<file path="src/ae_pkg.sv">
// Constants and register layout for the automatic exposure control block
package ae_pkg;
  localparam logic [31:0] TARGET_ADDR    = 32'hF0F00804;
  localparam logic [31:0] EXPOSURE_ADDR  = 32'hF0F0081C;
  localparam logic [31:0] GAIN_ADDR      = 32'hF0F00820;
  localparam int          PRESENT_BIT    = 0;
  localparam int          ABS_BIT        = 1;
  localparam int          ONE_SHOT_BIT   = 5;
  localparam int          ON_BIT         = 6;
  localparam int          AUTO_BIT       = 7;
  localparam int          VALUE_LSB      = 20;
  localparam int          VALUE_W        = 12;
  localparam logic [11:0] TARGET_MIN     = 12'h032;
  localparam logic [11:0] TARGET_MAX     = 12'h0CD;
  localparam logic [11:0] TARGET_RESET   = 12'h080;
  localparam logic [11:0] EXP_RESET      = 12'h100;
  localparam logic [11:0] GAIN_RESET     = 12'h000;
  localparam logic [11:0] EXP_MIN_DEF    = 12'h001;
  localparam logic [11:0] EXP_MAX_DEF    = 12'hFFF;
  localparam logic [11:0] GAIN_MIN_DEF   = 12'h000;
  localparam logic [11:0] GAIN_MAX_DEF   = 12'h2A8;
  localparam int          KP_SHIFT       = 2;
  localparam int          KI_SHIFT       = 4;
  localparam int          SETTLE_TOL     = 1;
  localparam int          SHOT_STEPS     = 16;
endpackage

</file>
<file path="src/pi_step.sv">
// One proportional plus integral update of a bounded 12-bit actuator
`timescale 1ns/1ps
`default_nettype none
module pi_step
  import ae_pkg::*;
(
  input  wire logic        clk_i,
  input  wire logic        rst_i,
  input  wire logic        run_i,
  input  wire logic        clear_i,
  input  wire logic [11:0] target_i,
  input  wire logic [11:0] measured_i,
  input  wire logic [11:0] current_i,
  input  wire logic [11:0] lo_i,
  input  wire logic [11:0] hi_i,
  output logic      [11:0] next_o,
  output logic             settled_o
);
  logic signed [13:0] err;
  logic signed [19:0] integ_q;
  logic signed [19:0] integ_d;
  logic signed [20:0] step;
  logic signed [20:0] cand;
  logic               sat;
  always_comb begin
    err = $signed({2'b00, target_i}) - $signed({2'b00, measured_i});
    integ_d = integ_q + 20'(err);
    step = 21'(err >>> KP_SHIFT) + 21'(integ_d >>> KI_SHIFT);
    // No overshoot: never move further than the error itself
    if (err >= 0 && step > 21'(err)) step = 21'(err);
    if (err < 0 && step < 21'(err)) step = 21'(err);
    if (err > 0 && step < 0) step = 21'sd0;
    if (err < 0 && step > 0) step = 21'sd0;
    cand = $signed({9'b0, current_i}) + step;
    if (cand < $signed({9'b0, lo_i})) next_o = lo_i;
    else if (cand > $signed({9'b0, hi_i})) next_o = hi_i;
    else next_o = cand[11:0];
    // Clamped output: integrator must not wind up
    sat = (cand < $signed({9'b0, lo_i})) || (cand > $signed({9'b0, hi_i}));
    settled_o = (err <= 14'(SETTLE_TOL)) && (err >= -14'(SETTLE_TOL));
  end
  always_ff @(posedge clk_i) begin
    if (rst_i || clear_i) integ_q <= '0;
    else if (run_i && !settled_o && !sat) integ_q <= integ_d;
  end
endmodule
`default_nettype wire

</file>
<file path="src/auto_exposure_control.sv">
// Feature registers and closed-loop exposure and gain control
`timescale 1ns/1ps
`default_nettype none
module auto_exposure_control
  import ae_pkg::*;
#(
  parameter bit EXP_PRESENT  = 1'b1,
  parameter bit GAIN_PRESENT = 1'b1,
  parameter bit TGT_PRESENT  = 1'b1
)(
  input  wire logic        core_clk_i,
  input  wire logic        rst_i,
  input  wire logic [31:0] addr_i,
  input  wire logic        wr_i,
  input  wire logic        rd_i,
  input  wire logic [31:0] wdata_i,
  output logic      [31:0] rdata_o,
  output logic             rvalid_o,
  input  wire logic        frame_i,
  input  wire logic [11:0] brightness_i,
  input  wire logic        adv_exp_en_i,
  input  wire logic [11:0] adv_exp_min_i,
  input  wire logic [11:0] adv_exp_max_i,
  input  wire logic        adv_gain_en_i,
  input  wire logic [11:0] adv_gain_min_i,
  input  wire logic [11:0] adv_gain_max_i,
  input  wire logic [11:0] abs_exp_i,
  input  wire logic [11:0] abs_gain_i,
  output logic      [11:0] exposure_o,
  output logic      [11:0] gain_o
);
  typedef enum logic [1:0] {F_EXP, F_GAIN, F_TGT} feat_type;
  logic [2:0]  abs_q, on_q, auto_q, busy_q;
  logic [11:0] exp_q, gain_q, tgt_q;
  logic [4:0]  shots_q;
  logic [2:0]  hit;
  logic [11:0] wval, exp_lo, exp_hi, gain_lo, gain_hi, exp_nx, gain_nx;
  logic        exp_set, gain_set, exp_run, gain_run;

  assign hit[F_EXP]  = addr_i == EXPOSURE_ADDR;
  assign hit[F_GAIN] = addr_i == GAIN_ADDR;
  assign hit[F_TGT]  = addr_i == TARGET_ADDR;
  assign wval = wdata_i[VALUE_LSB +: VALUE_W];

  assign exp_lo  = adv_exp_en_i ? adv_exp_min_i : EXP_MIN_DEF;
  assign exp_hi  = adv_exp_en_i ? adv_exp_max_i : EXP_MAX_DEF;
  assign gain_lo = adv_gain_en_i ? adv_gain_min_i : GAIN_MIN_DEF;
  assign gain_hi = adv_gain_en_i ? adv_gain_max_i : GAIN_MAX_DEF;

  // Loop runs per frame when on and auto or a one-shot is active; gain also needs the target on
  assign exp_run  = frame_i && on_q[F_EXP] && (auto_q[F_EXP] || busy_q[F_EXP]);
  assign gain_run = frame_i && on_q[F_GAIN] && (auto_q[F_GAIN] || busy_q[F_GAIN])
                    && on_q[F_TGT];

  pi_step u_exp (
    .clk_i      (core_clk_i),
    .rst_i      (rst_i),
    .run_i      (exp_run),
    .clear_i    (!on_q[F_EXP]),
    .target_i   (tgt_q),
    .measured_i (brightness_i),
    .current_i  (exp_q),
    .lo_i       (exp_lo),
    .hi_i       (exp_hi),
    .next_o     (exp_nx),
    .settled_o  (exp_set)
  );
  pi_step u_gain (
    .clk_i      (core_clk_i),
    .rst_i      (rst_i),
    .run_i      (gain_run),
    .clear_i    (!on_q[F_GAIN]),
    .target_i   (tgt_q),
    .measured_i (brightness_i),
    .current_i  (gain_q),
    .lo_i       (gain_lo),
    .hi_i       (gain_hi),
    .next_o     (gain_nx),
    .settled_o  (gain_set)
  );

  always_ff @(posedge core_clk_i) begin
    if (rst_i) begin
      abs_q  <= '0;
      on_q   <= '0;
      auto_q <= '0;
    end else begin
      for (int i = 0; i < 3; i++) begin
        if (wr_i && hit[i]) begin
          abs_q[i]  <= wdata_i[ABS_BIT];
          on_q[i]   <= wdata_i[ON_BIT];
          auto_q[i] <= wdata_i[AUTO_BIT];
        end
      end
    end
  end

  // Manual value writes accepted only when on and manual
  always_ff @(posedge core_clk_i) begin
    if (rst_i) begin
      exp_q  <= EXP_RESET;
      gain_q <= GAIN_RESET;
      tgt_q  <= TARGET_RESET;
    end else begin
      if (exp_run) exp_q <= exp_nx;
      else if (wr_i && hit[F_EXP] && on_q[F_EXP] && !auto_q[F_EXP])
        exp_q <= (wval < exp_lo) ? exp_lo : (wval > exp_hi) ? exp_hi : wval;
      if (gain_run) gain_q <= gain_nx;
      else if (wr_i && hit[F_GAIN] && on_q[F_GAIN] && !auto_q[F_GAIN])
        gain_q <= (wval < gain_lo) ? gain_lo : (wval > gain_hi) ? gain_hi : wval;
      if (wr_i && hit[F_TGT] && on_q[F_TGT] && !auto_q[F_TGT])
        tgt_q <= (wval < TARGET_MIN) ? TARGET_MIN :
                 (wval > TARGET_MAX) ? TARGET_MAX : wval;
    end
  end

  // One-shot: exposure busy until settled or step budget spent, gain until settled, target while gain busy
  always_ff @(posedge core_clk_i) begin
    if (rst_i) begin
      busy_q  <= '0;
      shots_q <= '0;
    end else begin
      if (wr_i && hit[F_EXP] && wdata_i[ONE_SHOT_BIT] && !auto_q[F_EXP]
          && !wdata_i[AUTO_BIT]) begin
        busy_q[F_EXP] <= 1'b1;
        shots_q <= '0;
      end else if (busy_q[F_EXP] && (!on_q[F_EXP] || (exp_run &&
                   (exp_set || shots_q == 5'(SHOT_STEPS - 1))))) begin
        busy_q[F_EXP] <= 1'b0;
      end else if (exp_run) begin
        shots_q <= shots_q + 5'd1;
      end
      if (wr_i && hit[F_GAIN] && wdata_i[ONE_SHOT_BIT]) busy_q[F_GAIN] <= 1'b1;
      else if (busy_q[F_GAIN] && (!on_q[F_GAIN] || !on_q[F_TGT] || (gain_run && gain_set)))
        busy_q[F_GAIN] <= 1'b0;
      if (wr_i && hit[F_TGT] && wdata_i[ONE_SHOT_BIT]) busy_q[F_TGT] <= 1'b1;
      else if (busy_q[F_TGT] && !busy_q[F_GAIN]) busy_q[F_TGT] <= 1'b0;
    end
  end

  // Readback, reserved bits zero
  always_ff @(posedge core_clk_i) begin
    if (rst_i) begin
      rdata_o  <= '0;
      rvalid_o <= 1'b0;
    end else begin
      rvalid_o <= rd_i;
      rdata_o  <= '0;
      for (int i = 0; i < 3; i++) begin
        if (rd_i && hit[i]) begin
          rdata_o[PRESENT_BIT]  <= (i == F_EXP) ? EXP_PRESENT :
                                   (i == F_GAIN) ? GAIN_PRESENT : TGT_PRESENT;
          rdata_o[ABS_BIT]      <= abs_q[i];
          rdata_o[ONE_SHOT_BIT] <= busy_q[i];
          rdata_o[ON_BIT]       <= on_q[i];
          rdata_o[AUTO_BIT]     <= auto_q[i];
          rdata_o[VALUE_LSB +: VALUE_W] <= (i == F_EXP) ? exp_q :
                                           (i == F_GAIN) ? gain_q : tgt_q;
        end
      end
    end
  end

  always_ff @(posedge core_clk_i) begin
    if (rst_i) begin
      exposure_o <= EXP_RESET;
      gain_o     <= GAIN_RESET;
    end else begin
      exposure_o <= abs_q[F_EXP] ? abs_exp_i : exp_q;
      gain_o     <= abs_q[F_GAIN] ? abs_gain_i : gain_q;
    end
  end
endmodule
`default_nettype wire

</file>
<file path="config.mk">
export PLATFORM = sky130hd
export DESIGN_NAME = auto_exposure_control
export DESIGN_NICKNAME = d
export VERILOG_FILES = /design/src/ae_pkg.sv /design/src/pi_step.sv /design/src/auto_exposure_control.sv
export SDC_FILE = /design/constraint.sdc
export NUM_CORES = 1
export LEC_CHECK = 0
export BUFFER_PORTS_ARGS = -buffer_cell sky130_fd_sc_hd__buf_2
export CELL_PAD_IN_SITES_DETAIL_PLACEMENT = 1
export CELL_PAD_IN_SITES_GLOBAL_PLACEMENT = 2
export CORE_MARGIN = 2
export CORE_UTILIZATION = 38
export DETAILED_ROUTE_END_ITERATION = 7
export PLACE_DENSITY_LB_ADDON = 0.1
export SETUP_SLACK_MARGIN = 0.02
export SLEW_MARGIN = 20
export SYNTH_ARGS = -nofsm -noshare
export SYNTH_HDL_FRONTEND = slang
export SYNTH_SLANG_ARGS = --single-unit
</file>
<file path="constraint.sdc">
create_clock -name core_clk_i -period 33.6 [get_ports core_clk_i]
set_clock_uncertainty 0.15 [all_clocks]
set_input_delay 3.36 -clock core_clk_i [delete_from_list [all_inputs] [get_ports core_clk_i]]
set_output_delay 3.36 -clock core_clk_i [all_outputs]
set_load 0.02 [all_outputs]
</file>
== Word level (Yosys, flattened, before mapping) ==
Cells that the tools add are included.

* Bitwise operators: 1
* Multiplexer cells: 43
* Order comparisons: 23
* Equal/unequal tests: 4
* Reduce and logical (&&, ||, !) cells: 68
* Add/sub/neg operators: 8

{| class="wikitable"
|+ Operator list
! kind !! count
|-
| 12-bit two-way mux || 23
|-
| 21-bit two-way mux || 8
|-
| 32-bit equality test (second input constant) || 3
|-
| 21-bit by 13-bit less-than comparator with 1-bit output || 4
|-
| 13-bit by 21-bit adder with 21-bit output || 2
|-
| 21-bit by 1-bit greater-than comparator with 1-bit output (second input constant) || 2
|-
| 21-bit by 13-bit greater-than comparator with 1-bit output || 2
|-
| 21-bit by 1-bit less-than comparator with 1-bit output (second input constant) || 2
|-
| 20-bit by 13-bit adder with 20-bit output || 2
|-
| 1-bit logical AND || 40
|-
| 11-bit by 16-bit adder with 17-bit output || 2
|-
| 17-bit by 13-bit greater-than comparator with 1-bit output || 2
|-
| 13-bit by 1-bit >= comparator with 1-bit output (second input constant) || 2
|-
| 12-bit greater-than comparator || 2
|-
| 12-bit less-than comparator || 2
|-
| 13-bit by 1-bit greater-than comparator with 1-bit output (second input constant) || 1
|-
| 13-bit by 2-bit <= comparator with 1-bit output (second input constant) || 1
|-
| 13-bit by 1-bit less-than comparator with 1-bit output (second input constant) || 1
|-
| 12-bit by 12-bit subtractor with 13-bit output || 1
|-
| 12-bit by 8-bit greater-than comparator with 1-bit output (second input constant) || 1
|-
| 12-bit by 6-bit less-than comparator with 1-bit output (second input constant) || 1
|-
| 1-bit zero test || 11
|-
| 1-bit logical OR || 10
|-
| 2-bit nonzero test || 5
|-
| other kinds (8) || 17
|}

* Output and inout bits: 57
* Input port bits: 155
* Bits in registers: 150

== Longest topological paths before layout ==
Gate-level depths: netlist of the first run.

* Word-level depth: 20
* Depth in mapped cells: 71
* Gate-level depth less buffers: 66

== Modules after synthesis ==
From an unflattened synthesis of the first run, not the netlist that was laid out.

* Cells, all modules: 2337
* Area total of the unflattened synthesis: 18122.4 µm²

{| class="wikitable"
|+ Modules (own cells, without submodules)
! module !! seq. area each (µm²) !! times used !! area each (µm²) !! cells each
|-
| pi_step (u_gain) || 400.4 || 1 || 6207.2 || 847
|-
| pi_step (u_exp) || 400.4 || 1 || 6102.1 || 808
|-
| auto_exposure_control || 1901.8 || 1 || 5813.1 || 682
|}

== Least setup slack after synthesis of the first run ==
No wires, ideal clock.

* Path kind: input port to flip-flop
* Start point: in brightness_i[0]
* End point: reg u_gain.integ_q[0]
* Data required time: 33.322 ns
* Setup time: 0.128 ns
* Cell stages on the path: 64
* Data arrival time: 16.389 ns
* Setup slack: 16.934 ns
* Buffers on the path: 5
* Cell sequence: ha_1 -> fa_1 -> nor2b_4 -> o31a_1 -> o221a_2 -> o21a_1 -> clkinv_1 -> ha_1 -> nor3_1 -> o2111ai_1 -> a31oi_1 -> nor2b_1 -> o21ai_0 -> a21oi_1 -> xor2_1 -> ha_1 -> nand3_1 -> or3_1 -> (+28 left out) -> o21ai_0 -> nand2b_1 -> xor2_1 -> ha_1 -> a21o_1 -> a21o_1 -> a21oi_1 -> o21ai_0 -> a21o_1 -> a21oi_1 -> o21ai_0 -> a21oi_1 -> nand4_2 -> or3_1 -> buf_6 -> buf_12 -> mux2i_1 -> nor2_1

* Longest elaborated chain between the ends: 20
* Elaborated cells on any way between the ends: 29
* Classes of those cells: 4 x add/sub; 11 x order compare; 4 x mux; 10 x reduce/logical

{| class="wikitable"
|+ RTL lines
! what !! line !! text
|-
| from (decl) || auto_exposure_control.sv:20 || <nowiki>input wire logic [11:0] brightness_i,</nowiki>
|-
| 12-bit by 12-bit subtractor with 13-bit output (*) || pi_step.sv:26 || <nowiki>err = $signed({2'b00, target_i}) - $signed({2'b00, measured_i});</nowiki>
|-
| 20-bit by 13-bit adder with 20-bit output (*) || pi_step.sv:27 || <nowiki>integ_d = integ_q + 20'(err);</nowiki>
|-
| named net u_gain.integ_d[18] || pi_step.sv:21 || <nowiki>logic signed [19:0] integ_d;</nowiki>
|-
| 11-bit by 16-bit adder with 17-bit output (*) || pi_step.sv:28 || <nowiki>step = 21'(err >>> KP_SHIFT) + 21'(integ_d >>> KI_SHIFT);</nowiki>
|-
| 17-bit by 13-bit greater-than comparator with 1-bit output || pi_step.sv:30 || <nowiki>if (err >= 0 && step > 21'(err)) step = 21'(err);</nowiki>
|-
| 1-bit logical AND || pi_step.sv:30 ||
|-
| 21-bit two-way mux (*) || pi_step.sv:30 ||
|-
| 21-bit by 13-bit less-than comparator with 1-bit output || pi_step.sv:31 || <nowiki>if (err < 0 && step < 21'(err)) step = 21'(err);</nowiki>
|-
| (+5 left out) || n/a ||
|-
| 21-bit by 1-bit greater-than comparator with 1-bit output || pi_step.sv:33 || <nowiki>if (err < 0 && step > 0) step = 21'sd0;</nowiki>
|-
| 1-bit logical AND || pi_step.sv:33 ||
|-
| 21-bit two-way mux (*) || pi_step.sv:33 ||
|-
| 13-bit by 21-bit adder with 21-bit output (*) || pi_step.sv:34 || <nowiki>cand = $signed({9'b0, current_i}) + step;</nowiki>
|-
| 21-bit by 13-bit less-than comparator with 1-bit output or 21-bit by 13-bit greater-than comparator with 1-bit output (tied branches) || pi_step.sv:39 || <nowiki>sat = (cand < $signed({9'b0, lo_i})) || (cand > $signed({9'b0, hi_i}));</nowiki>
|-
| 1-bit logical OR (*) || pi_step.sv:39 ||
|-
| 1-bit zero test (*) || pi_step.sv:44 || <nowiki>else if (run_i && !settled_o && !sat) integ_q <= integ_d;</nowiki>
|-
| 1-bit logical AND (*) || pi_step.sv:44 ||
|-
| to (signal assigned) || pi_step.sv:44 ||
|-
| to (decl) || pi_step.sv:20 || <nowiki>logic signed [19:0] integ_q;</nowiki>
|}

Mark *: on every way through the listed nets, which the timed path passes. The rest lies on a longest branch.
A chain may end at the register's enable or synchronous reset.

== Worst setup path after layout of the first run ==
* Start point: in brightness_i[0]
* End point: reg u_gain.integ_q[3]

The elaborated chain is that of the path after synthesis.

==> results.yml, run 1 <==
placement:
  dp_slack_ns: 13.34
  gp_congestion: 0.9119
  hpwlAfterDp_mm: 48.32
  dpl.cell_count: 2716
  portBuffers: 180
setup_path:
  cp_common_cell: "a21oi_1"
  worstPathRequired_ns: 33.78
  end_kind: "flop"
  start_kind: "input pin"
  cpPeakStageDelay_ns: 0.80
  slowest_stage: "fa_1"
  crit_family: "compound AO/OA/AOI/OAI gates"
  critPathArrivalTime_ns: 20.13
  cp_max_fo: 25
  critPathBufInv: 6
  worstSetupPathType: "in2reg"
grt:
  grt_pass1_vias: 16730
  grt.overflow.total: 0
  grt_pass1_wl_mm: 94.56
  antenna_found_initial: 2
  grt_use_total_pct: 27.63
  grt_start_max_net_pins: 50
die:
  dieArea_um2: 44680
  rows: 75
  core_um2: 42230
  pin_count: 212
  die_y_um: 211.4
  dieWidth_um: 211.4
  initial_core_util_pct: 38.70
finish:
  drive_above_1_share_pct: 13.63
  layout_common_cells: "ha_1 (268), nor2_1 (255), buf_2 (180)"
  mostFrequentLayoutCell: "ha_1"
  layout.filler_cells: 5243
  nets: 2626
  fin_cells: 2749
  syn2layout_area_growth_pct: 11.93
power:
  peakVddDrop_mv: 0.02633
  p_int_uw: 400.0
  pwr-share-seq_pct: 23.0
  p_sw_uw: 294.7
  clock_power_share_pct: 29.7
  combPwrFrac_pct: 47.3
  power_uw: 694.8
  sw_frac_of_total_pct: 42.42
  power.density_nw_per_um2: 37.99
  leakagePower_nw: 8.527
synth:
  synth_edf_count: 0
  syn-cell-area_um2: 16340
  synthFlopType: "dfxtp_1"
  ys_seq_area_share_pct: 16.54
  ys_warn_count: 0
  netlist_instances: 2049
  synth_cell_types: 110
  async_reset_ff_share_pct: 0
  ys_ff_latch: 135
  synth_area_per_cell_um2: 7.975
cts:
  post_cts_resized: 0
  post-cts-setup-buffer-count: 0
  holdBufCountCts: 0
  cts_tree: "done"
  clk-insertion-delay-late_ns: 0.49
  clock-sinks: 135
  numCtsBuffers: 17
  clk_path_buf_depth: 2
  clk_pin_slew_ns: 0.06
  cts_htree_levels: 4
  cts_root_buf: "clkbuf_16"
sta:
  final_hold_viol_count: 0
  slew_headroom_pct: 23.04
  holdWs_ns: 0.3577
  fmax_ghz: 0.05011
  setup-tns-final_ns: 0
  timing.final.crit_share_pct: 59.39
  worst_slew_pin_slew_ns: 1.148
  fin_ws_ns: 13.64
  drv_slew: 0
  fin_crit_ns: 19.96
  setup_viol: 0
  rsz0062_at_grt: "false"
drt:
  first_iter_violations: 888
  wl_mm: 60.89
  route.detailed.drc: 0
  drt_pass1_iterations: 5
  wl_per_cell_um: 22.15
  ant_nets: 0
  dr_total_vias: 16240
  viasPerCell: 5.906
min_path:
  hold_class: "reg2reg"
run:
  max_cap_violations: 0
status:
  outcome: "complete, no violations"
synth_stat cells, types with 8 or more instances:
cell / number / area [um^2]
ha_1: 268 / 3353
nor2_1: 255 / 957.2
a21oi_1: 136 / 680.7
dfxtp_1: 135 / 2703
nand2_1: 121 / 454.2
mux2i_1: 105 / 1051
o21ai_0: 96 / 480.5
inv_1: 89 / 334.1
a211oi_1: 62 / 465.5
a21o_1: 55 / 412.9
clkbuf_1: 55 / 206.5
xnor2_1: 55 / 481.7
o21a_1: 48 / 360.4
nor2b_1: 38 / 237.7
nand3_1: 36 / 180.2
nand2b_1: 34 / 212.7
nand4_1: 33 / 206.5
nor3_1: 33 / 165.2
xor2_1: 26 / 227.7
and2_1: 22 / 137.6
a31oi_1: 21 / 131.4
buf_4: 18 / 135.1
a222oi_1: 16 / 160.2
o211ai_1: 15 / 112.6
mux2_2: 14 / 157.7
nor4_1: 14 / 87.58
o31ai_1: 14 / 105.1
or3_1: 13 / 81.33
o21bai_1: 9 / 67.56
a221oi_1: 8 / 70.07
o2111ai_1: 8 / 70.07
or2_2: 8 / 50.05
area by class of cell:
cell class | count | area, um^2 | share of cell area (%)
Sequential cell | 135 | 2703 | 14.78
Antenna cell | 1 | 2.502 | 0.01368
Clock inverter | 13 | 161.4 | 0.8825
Tap cell | 539 | 674.4 | 3.687
Inverter | 93 | 350.3 | 1.915
Clock buffer | 19 | 442.9 | 2.422
Multi-Input combinational cell | 1749 | 12900 | 70.56
Timing Repair Buffer | 200 | 1051 | 5.746
worst paths after layout:
path                     start                end  slack, ns  cells past startpoint
max reg2reg           tgt_q[0]  u_gain.integ_q[3]      16.23                     62
max            brightness_i[0]  u_gain.integ_q[3]      13.64                     62
min reg2reg  u_gain.integ_q[7]  u_gain.integ_q[7]       0.36                      2
min          u_gain.integ_q[7]  u_gain.integ_q[7]       0.36                      2
metal layers:
metal	share of wire, %	track usage [%]
met1	45	35.34
met5	0	0
met4	3.7	11.44
met2	47	46.25
met3	4.0	4.302
stage by stage:
step                utilization (%)  cell area, um^2
finish                        43.31            18290
global route                  43.31            18290
CTS                           43.31            18290
detailed placement            41.88            17680
global placement              41.87            17680
floorplan                         -            16390
sequential cells by signal, indices dropped and copies added (netlist names):
| signal | cells |
|---|---|
| shots_q | 5 |
| on_q | 3 |
| busy_q | 3 |
| abs_q | 3 |
| u_exp.integ_q | 20 |
| rvalid_o | 1 |
| auto_q | 3 |
| gain_q | 12 |
| exp_q | 12 |
| gain_o | 12 |
| exposure_o | 12 |
| rdata_o | 17 |
| tgt_q | 12 |
| u_gain.integ_q | 20 |
tightest hold or removal path, delay by kind of cell (launching register included):
kind             cells  cell delay, ns
multiplexers         1            0.07
AND/OR/NAND/NOR      1            0.07
flip-flops           1            0.34
kinds of logic (layout without fill, tap and decap cells):
group	after synthesis	count (layout)	share of synthesized area [%]
simple gates	655	655	19.40
compound gates	599	599	25.62
fa+ha+maj	275	275	21.38
buf+inv	179	325	4.855
flops	135	135	16.54
mux	122	122	7.649
xor+xnor	83	83	4.541
other cells	1	16	0.02295
power groups by stage:
stage / registers, mW / logic (mW) / clock network, mW
global route: 0.160 / 0.367 / 0.217
finish: 0.160 / 0.329 / 0.206
global placement: 0.164 / 0.311 / 0
CTS: 0.160 / 0.325 / 0.212
floorplan: 0.164 / 0.230 / 0
detailed placement: 0.164 / 0.323 / 0
(Power assumes the default switching activity.)
==> run 2: changes to the inputs <==
Settings changed: CORE_UTILIZATION 38 to 36.
Clock period 33.6 ns to 18.5 ns, I/O delays scaled along.
==> run 2 against run 1 <==
Against the previous run:
- worst hold slack worse by 0.0049 ns
- design area up 0.65%
- die area up 5.4%
- wire length up 2.7%
==> results.yml, run 2 (same netlist as run 1, synthesis figures left out) <==
grt:
  grt_use_total_pct: 26.59
  grt.overflow.total: 0
  grt_start_max_net_pins: 52
  antenna_found_initial: 1
  grt_pass1_vias: 16610
  grt_pass1_wl_mm: 96.43
finish:
  layout_common_cells: "ha_1 (268), nor2_1 (255), buf_2 (180)"
  syn2layout_area_growth_pct: 12.66
  mostFrequentLayoutCell: "ha_1"
  nets: 2632
  drive_above_1_share_pct: 13.95
  reg.largest.list: "u_exp.integ_q (20), u_gain.integ_q (20), rdata_o (17)"
  insertedDiodeCount: 0
drt:
  route.detailed.drc: 0
  first_iter_violations: 873
  dr_total_vias: 16280
  viasPerCell: 5.783
  drt_pass1_iterations: 5
  wl_per_cell_um: 22.21
  ant_nets: 0
  wl_mm: 62.53
sta:
  timing.final.crit_share_pct: 93.77
  fin_crit_ns: 17.35
  rsz0062_at_grt: "false"
  fmax_ghz: 0.05765
  setup_viol: 0
  worst_slew_pin_slew_ns: 0.9577
  slew_headroom_pct: 36.07
  setup-tns-final_ns: 0
  final_hold_viol_count: 0
  drv_slew: 0
cts:
  post-cts-setup-buffer-count: 0
  clk-insertion-delay-late_ns: 0.49
  cts_htree_levels: 4
  cts_root_buf: "clkbuf_16"
  numCtsBuffers: 17
  holdBufCountCts: 0
  clk_pin_slew_ns: 0.07
  post_cts_resized: 0
  clk_path_buf_depth: 2
  cts_tree: "done"
  clock-sinks: 135
setup_path:
  cp_common_cell: "o21ai_0"
  worstPathRequired_ns: 18.71
  cpPeakStageDelay_ns: 0.73
  start_kind: "input pin"
  worstSetupPathType: "in2reg"
  critPathBufInv: 6
  slowest_stage: "a31o_1"
  crit_family: "compound AO/OA/AOI/OAI gates"
  cp_max_fo: 28
  end_kind: "flop"
  critPathArrivalTime_ns: 17.55
placement:
  portBuffers: 180
  gp_congestion: 0.8818
  hpwlAfterDp_mm: 49.97
power:
  peakVddDrop_mv: 0.05000
  power.density_nw_per_um2: 68.45
  leakagePower_nw: 8.558
  power_mw: 1.260
die:
  rows: 78
  pin_count: 212
  dieArea_um2: 47110
  die_y_um: 217.1
  dieWidth_um: 217.1
  initial_core_util_pct: 36.24
  core_um2: 45090
run:
  max_cap_violations: 0
min_path:
  hold_class: "reg2reg"
status:
  outcome: "complete, no violations"
==> run 2: cell types whose count changed in the layout (fill, tap and decap cells not counted), sizes merged <==
cell and change:
buf +6, bufinv -1, clkbuf -2, clkinvlp -1, diode -1, inv +4
==> run 2: worst register-to-register path: cells and delay by family (launching register included) <==
kind | cells | cell delay, ns
XOR/XNOR | 4 | 1.50
flip-flops | 1 | 0.43
AND/OR/NAND/NOR | 12 | 2.13
AO/OA/AOI/OAI | 33 | 7.32
multiplexers | 2 | 0.59
adder cells (fa/ha/maj) | 9 | 2.97
buffers and inverters | 6 | 1.13
==> run 2: layer usage <==
metal | global-route usage, % | wire, um | vias to the layer above
li1 | - | - | 7922
met1 | 34.60 | 29270 | 7938
met2 | 44.49 | 28930 | 338
met3 | 3.760 | 2309 | 80
met4 | 10.00 | 2001 | 2
met5 | 0 | 13 | -
==> run 2: worst paths after layout <==
| path | from | endpoint | slack [ns] | cells past startpoint |
|---|---|---|---|---|
| setup / recovery | brightness_i[0] | u_exp.integ_q[17] | 1.15 | 66 |
| hold / removal | u_gain.integ_q[12] | u_gain.integ_q[12] | 0.35 | 2 |
| setup reg to reg | tgt_q[0] | u_exp.integ_q[17] | 2.15 | 66 |
| hold reg to reg | u_gain.integ_q[12] | u_gain.integ_q[12] | 0.35 | 2 |
==> run 2: cell type report <==
| class | instances | area (um^2) |
|---|---|---|
| clock buffer | 17 | 425.4 |
| fill | 5536 | 26680 |
| timing repair buffer | 206 | 1096 |
| inverter | 93 | 350.3 |
| sequential | 135 | 2703 |
| multi-input combinational | 1749 | 12910 |
| tap | 600 | 750.7 |
| clock inverter | 15 | 176.4 |
==> run 2: stage by stage <==
stage	std cells	area, um^2	setup WS (ns)	hold slack [ns]	utilization, %
finish	2815	18410	1.153	0.3529	40.83
global route	2815	18410	0.1718	0.3746	40.83
CTS	2815	18410	1.319	0.3590	40.82
detailed placement	2783	17800	0.8557	0.3460	39.49
global placement	2783	17800	1.090	0.3244	39.48
floorplan	2063	16390	3.344	0.3027	-
==> run 2: report_power, final <==
part	leakage [nW]	internal, mW	switching [mW]
Combinational	7.18	0.232	0.367
Clock	0.293	0.193	0.178
Sequential	1.09	0.290	0.0000238
==> run 3: changes to the inputs <==
Settings changed: ABC_AREA set to 1, CORE_UTILIZATION 36 to 33, CTS_CLUSTER_DIAMETER set to 40.
==> run 3 against run 2 <==
Against the previous run:
- cell count rose by 17%
- synthesized area shrank 0.27%
- sequential cell count is the same
- maximum frequency is 3.9% higher
- global-route usage fell by 2.4 points
- largest power group unchanged
==> results.yml, run 3 <==
sta:
  final_hold_viol_count: 0
  setup_viol: 0
  holdWs_ns: 0.3190
  worst_slew_pin_slew_ns: 1.097
  setup-tns-final_ns: 0
  slew_headroom_pct: 26.59
  fin_crit_ns: 16.69
  fmax_ghz: 0.05991
  rsz0062_at_grt: "false"
  timing.final.crit_share_pct: 90.22
  drv_slew: 0
finish:
  final_util_pct: 37.67
  drive_above_1_share_pct: 10.91
  mostFrequentLayoutCell: "nand2_1"
  layout_common_cells: "nand2_1 (523), nor2_1 (284), ha_1 (268)"
  nets: 3057
  layout.filler_cells: 6458
  register_area_um2: 2703
  insertedDiodeCount: 0
  fin_cells: 3304
  multi_input_area_um2: 12180
  syn2layout_area_growth_pct: 12.93
  reg.largest.list: "u_exp.integ_q (20), u_gain.integ_q (20), rdata_o (17)"
setup_path:
  cp_common_cell: "nand2_1"
  worstPathRequired_ns: 18.78
  start_kind: "input pin"
  cp_max_fo: 30
  worstSetupPathType: "in2reg"
  critPathArrivalTime_ns: 16.97
  cpPeakStageDelay_ns: 0.89
  end_kind: "flop"
  slowest_stage: "fa_1"
synth:
  synth_edf_count: 0
  synth_top_area_share_pct: 20.58
  ys_ff_latch: 135
  yosysTopAreaCell: "ha_1"
  ys_warn_count: 0
  yosysMostFrequentCell: "nand2_1"
  ys_seq_area_share_pct: 16.58
  synthTopCellsByArea: "ha_1 (21%), dfxtp_1 (17%), nand2_1 (12%)"
  syn-cell-area_um2: 16300
  synthFlopType: "dfxtp_1"
  synth_area_per_cell_um2: 6.553
  synth_common_cells: "nand2_1 (523), nor2_1 (286), ha_1 (268)"
  synth_cell_types: 66
  async_reset_ff_share_pct: 0
  netlist_instances: 2487
die:
  dieWidth_um: 226.2
  die_y_um: 226.2
  rows: 81
  initial_core_util_pct: 33.36
  core_um2: 48850
  dieArea_um2: 51180
  pin_count: 212
cts:
  clk-insertion-delay-late_ns: 0.51
  post-cts-setup-buffer-count: 0
  numCtsBuffers: 17
  clk_path_buf_depth: 2
  clk_pin_slew_ns: 0.07
  holdBufCountCts: 0
  cts_tree: "done"
  post_cts_resized: 0
  cts_root_buf: "clkbuf_16"
  cts_htree_levels: 4
  clock-sinks: 135
power:
  p_int_uw: 732.2
  sw_frac_of_total_pct: 44.42
  pwr-share-seq_pct: 22.1
  p_sw_uw: 585.3
  peakVddDrop_mv: 0.05779
  combPwrFrac_pct: 48.3
  clock_power_share_pct: 29.6
  leakagePower_nw: 9.267
  power.density_nw_per_um2: 71.59
placement:
  dpl.cell_count: 3272
  hpwlAfterDp_mm: 49.17
  portBuffers: 180
  gp_congestion: 0.8679
drt:
  first_iter_violations: 677
  drt_pass1_iterations: 5
  viasPerCell: 5.229
  wl_mm: 61.46
  dr_total_vias: 17280
  ant_nets: 0
  route.detailed.drc: 0
  wl_per_cell_um: 18.60
grt:
  grt_use_total_pct: 24.18
  grt_pass1_vias: 17370
  grt_start_max_net_pins: 56
  grt.overflow.total: 0
  grt_pass1_wl_mm: 95.50
  antenna_found_initial: 1
min_path:
  hold_class: "reg2reg"
status:
  outcome: "complete, no violations"
run:
  max_cap_violations: 0
run 3: final cells by class:
type | instances | area share (%)
well taps | 664 | 4.514
inverters | 273 | 5.595
clock inverters | 15 | 1.108
multi-input cells | 2003 | 66.20
repair buffers | 197 | 5.588
flip-flops and latches | 135 | 14.68
clock buffers | 17 | 2.312
run 3: worst max-delay path, delay by kind of cell:
family | cells | cell delay (ns)
buf+inv | 8 | 1.42
xor+xnor | 3 | 0.79
compound gates | 21 | 4.20
fa+ha+maj | 9 | 3.49
simple gates | 37 | 5.19
run 3: power by group through the flow:
stage	Combinational [mW]	Sequential (mW)	Clock (mW)
floorplan	0.461	0.297	0
global placement	0.610	0.297	0
detailed placement	0.635	0.297	0
CTS	0.639	0.291	0.405
global route	0.731	0.290	0.412
finish	0.637	0.291	0.390
run 3: cells by family (layout without fill, tap and decap cells):
| family | after synthesis | after routing | share of synthesized area (%) |
|---|---|---|---|
| XOR/XNOR | 95 | 95 | 5.313 |
| AO/OA/AOI/OAI | 558 | 558 | 19.72 |
| adder cells (fa/ha/maj) | 275 | 275 | 21.44 |
| AND/OR/NAND/NOR | 1060 | 1060 | 27.83 |
| buffers and inverters | 363 | 502 | 9.098 |
| flip-flops | 135 | 135 | 16.58 |
| other | 1 | 15 | 0.02301 |
run 3: stage by stage:
| step | total power, mW | setup slack, ns | area, um^2 |
|---|---|---|---|
| after CTS | 1.335 | 1.837 | 18400 |
| after detailed placement | 0.9323 | 1.360 | 17770 |
| final | 1.318 | 1.809 | 18400 |
| after global placement | 0.9071 | 1.836 | 17770 |
| after floorplan | 0.7586 | 4.755 | 16350 |
| after global routing | 1.433 | 0.1945 | 18400 |
run 3: layer usage:
metal	GRT usage [%]	vias to the layer above	part of all wire (%)
met1	31.16	8222	47
met2	41.04	271	47
met3	3.162	80	2.8
met5	0	-	0.020
li1	-	8703	-
met4	8.871	2	2.9
run 3: path summary, 6_finish.rpt:
check / end / slack [ns] / from / cells after the start
worst max-delay path: u_gain.integ_q[0] / 1.81 / brightness_i[0] / 78
worst min register to register: busy_q[2] / 0.32 / busy_q[2] / 2
worst min-delay path: busy_q[2] / 0.32 / busy_q[2] / 2
worst max register to register: u_gain.integ_q[0] / 2.82 / tgt_q[0] / 78
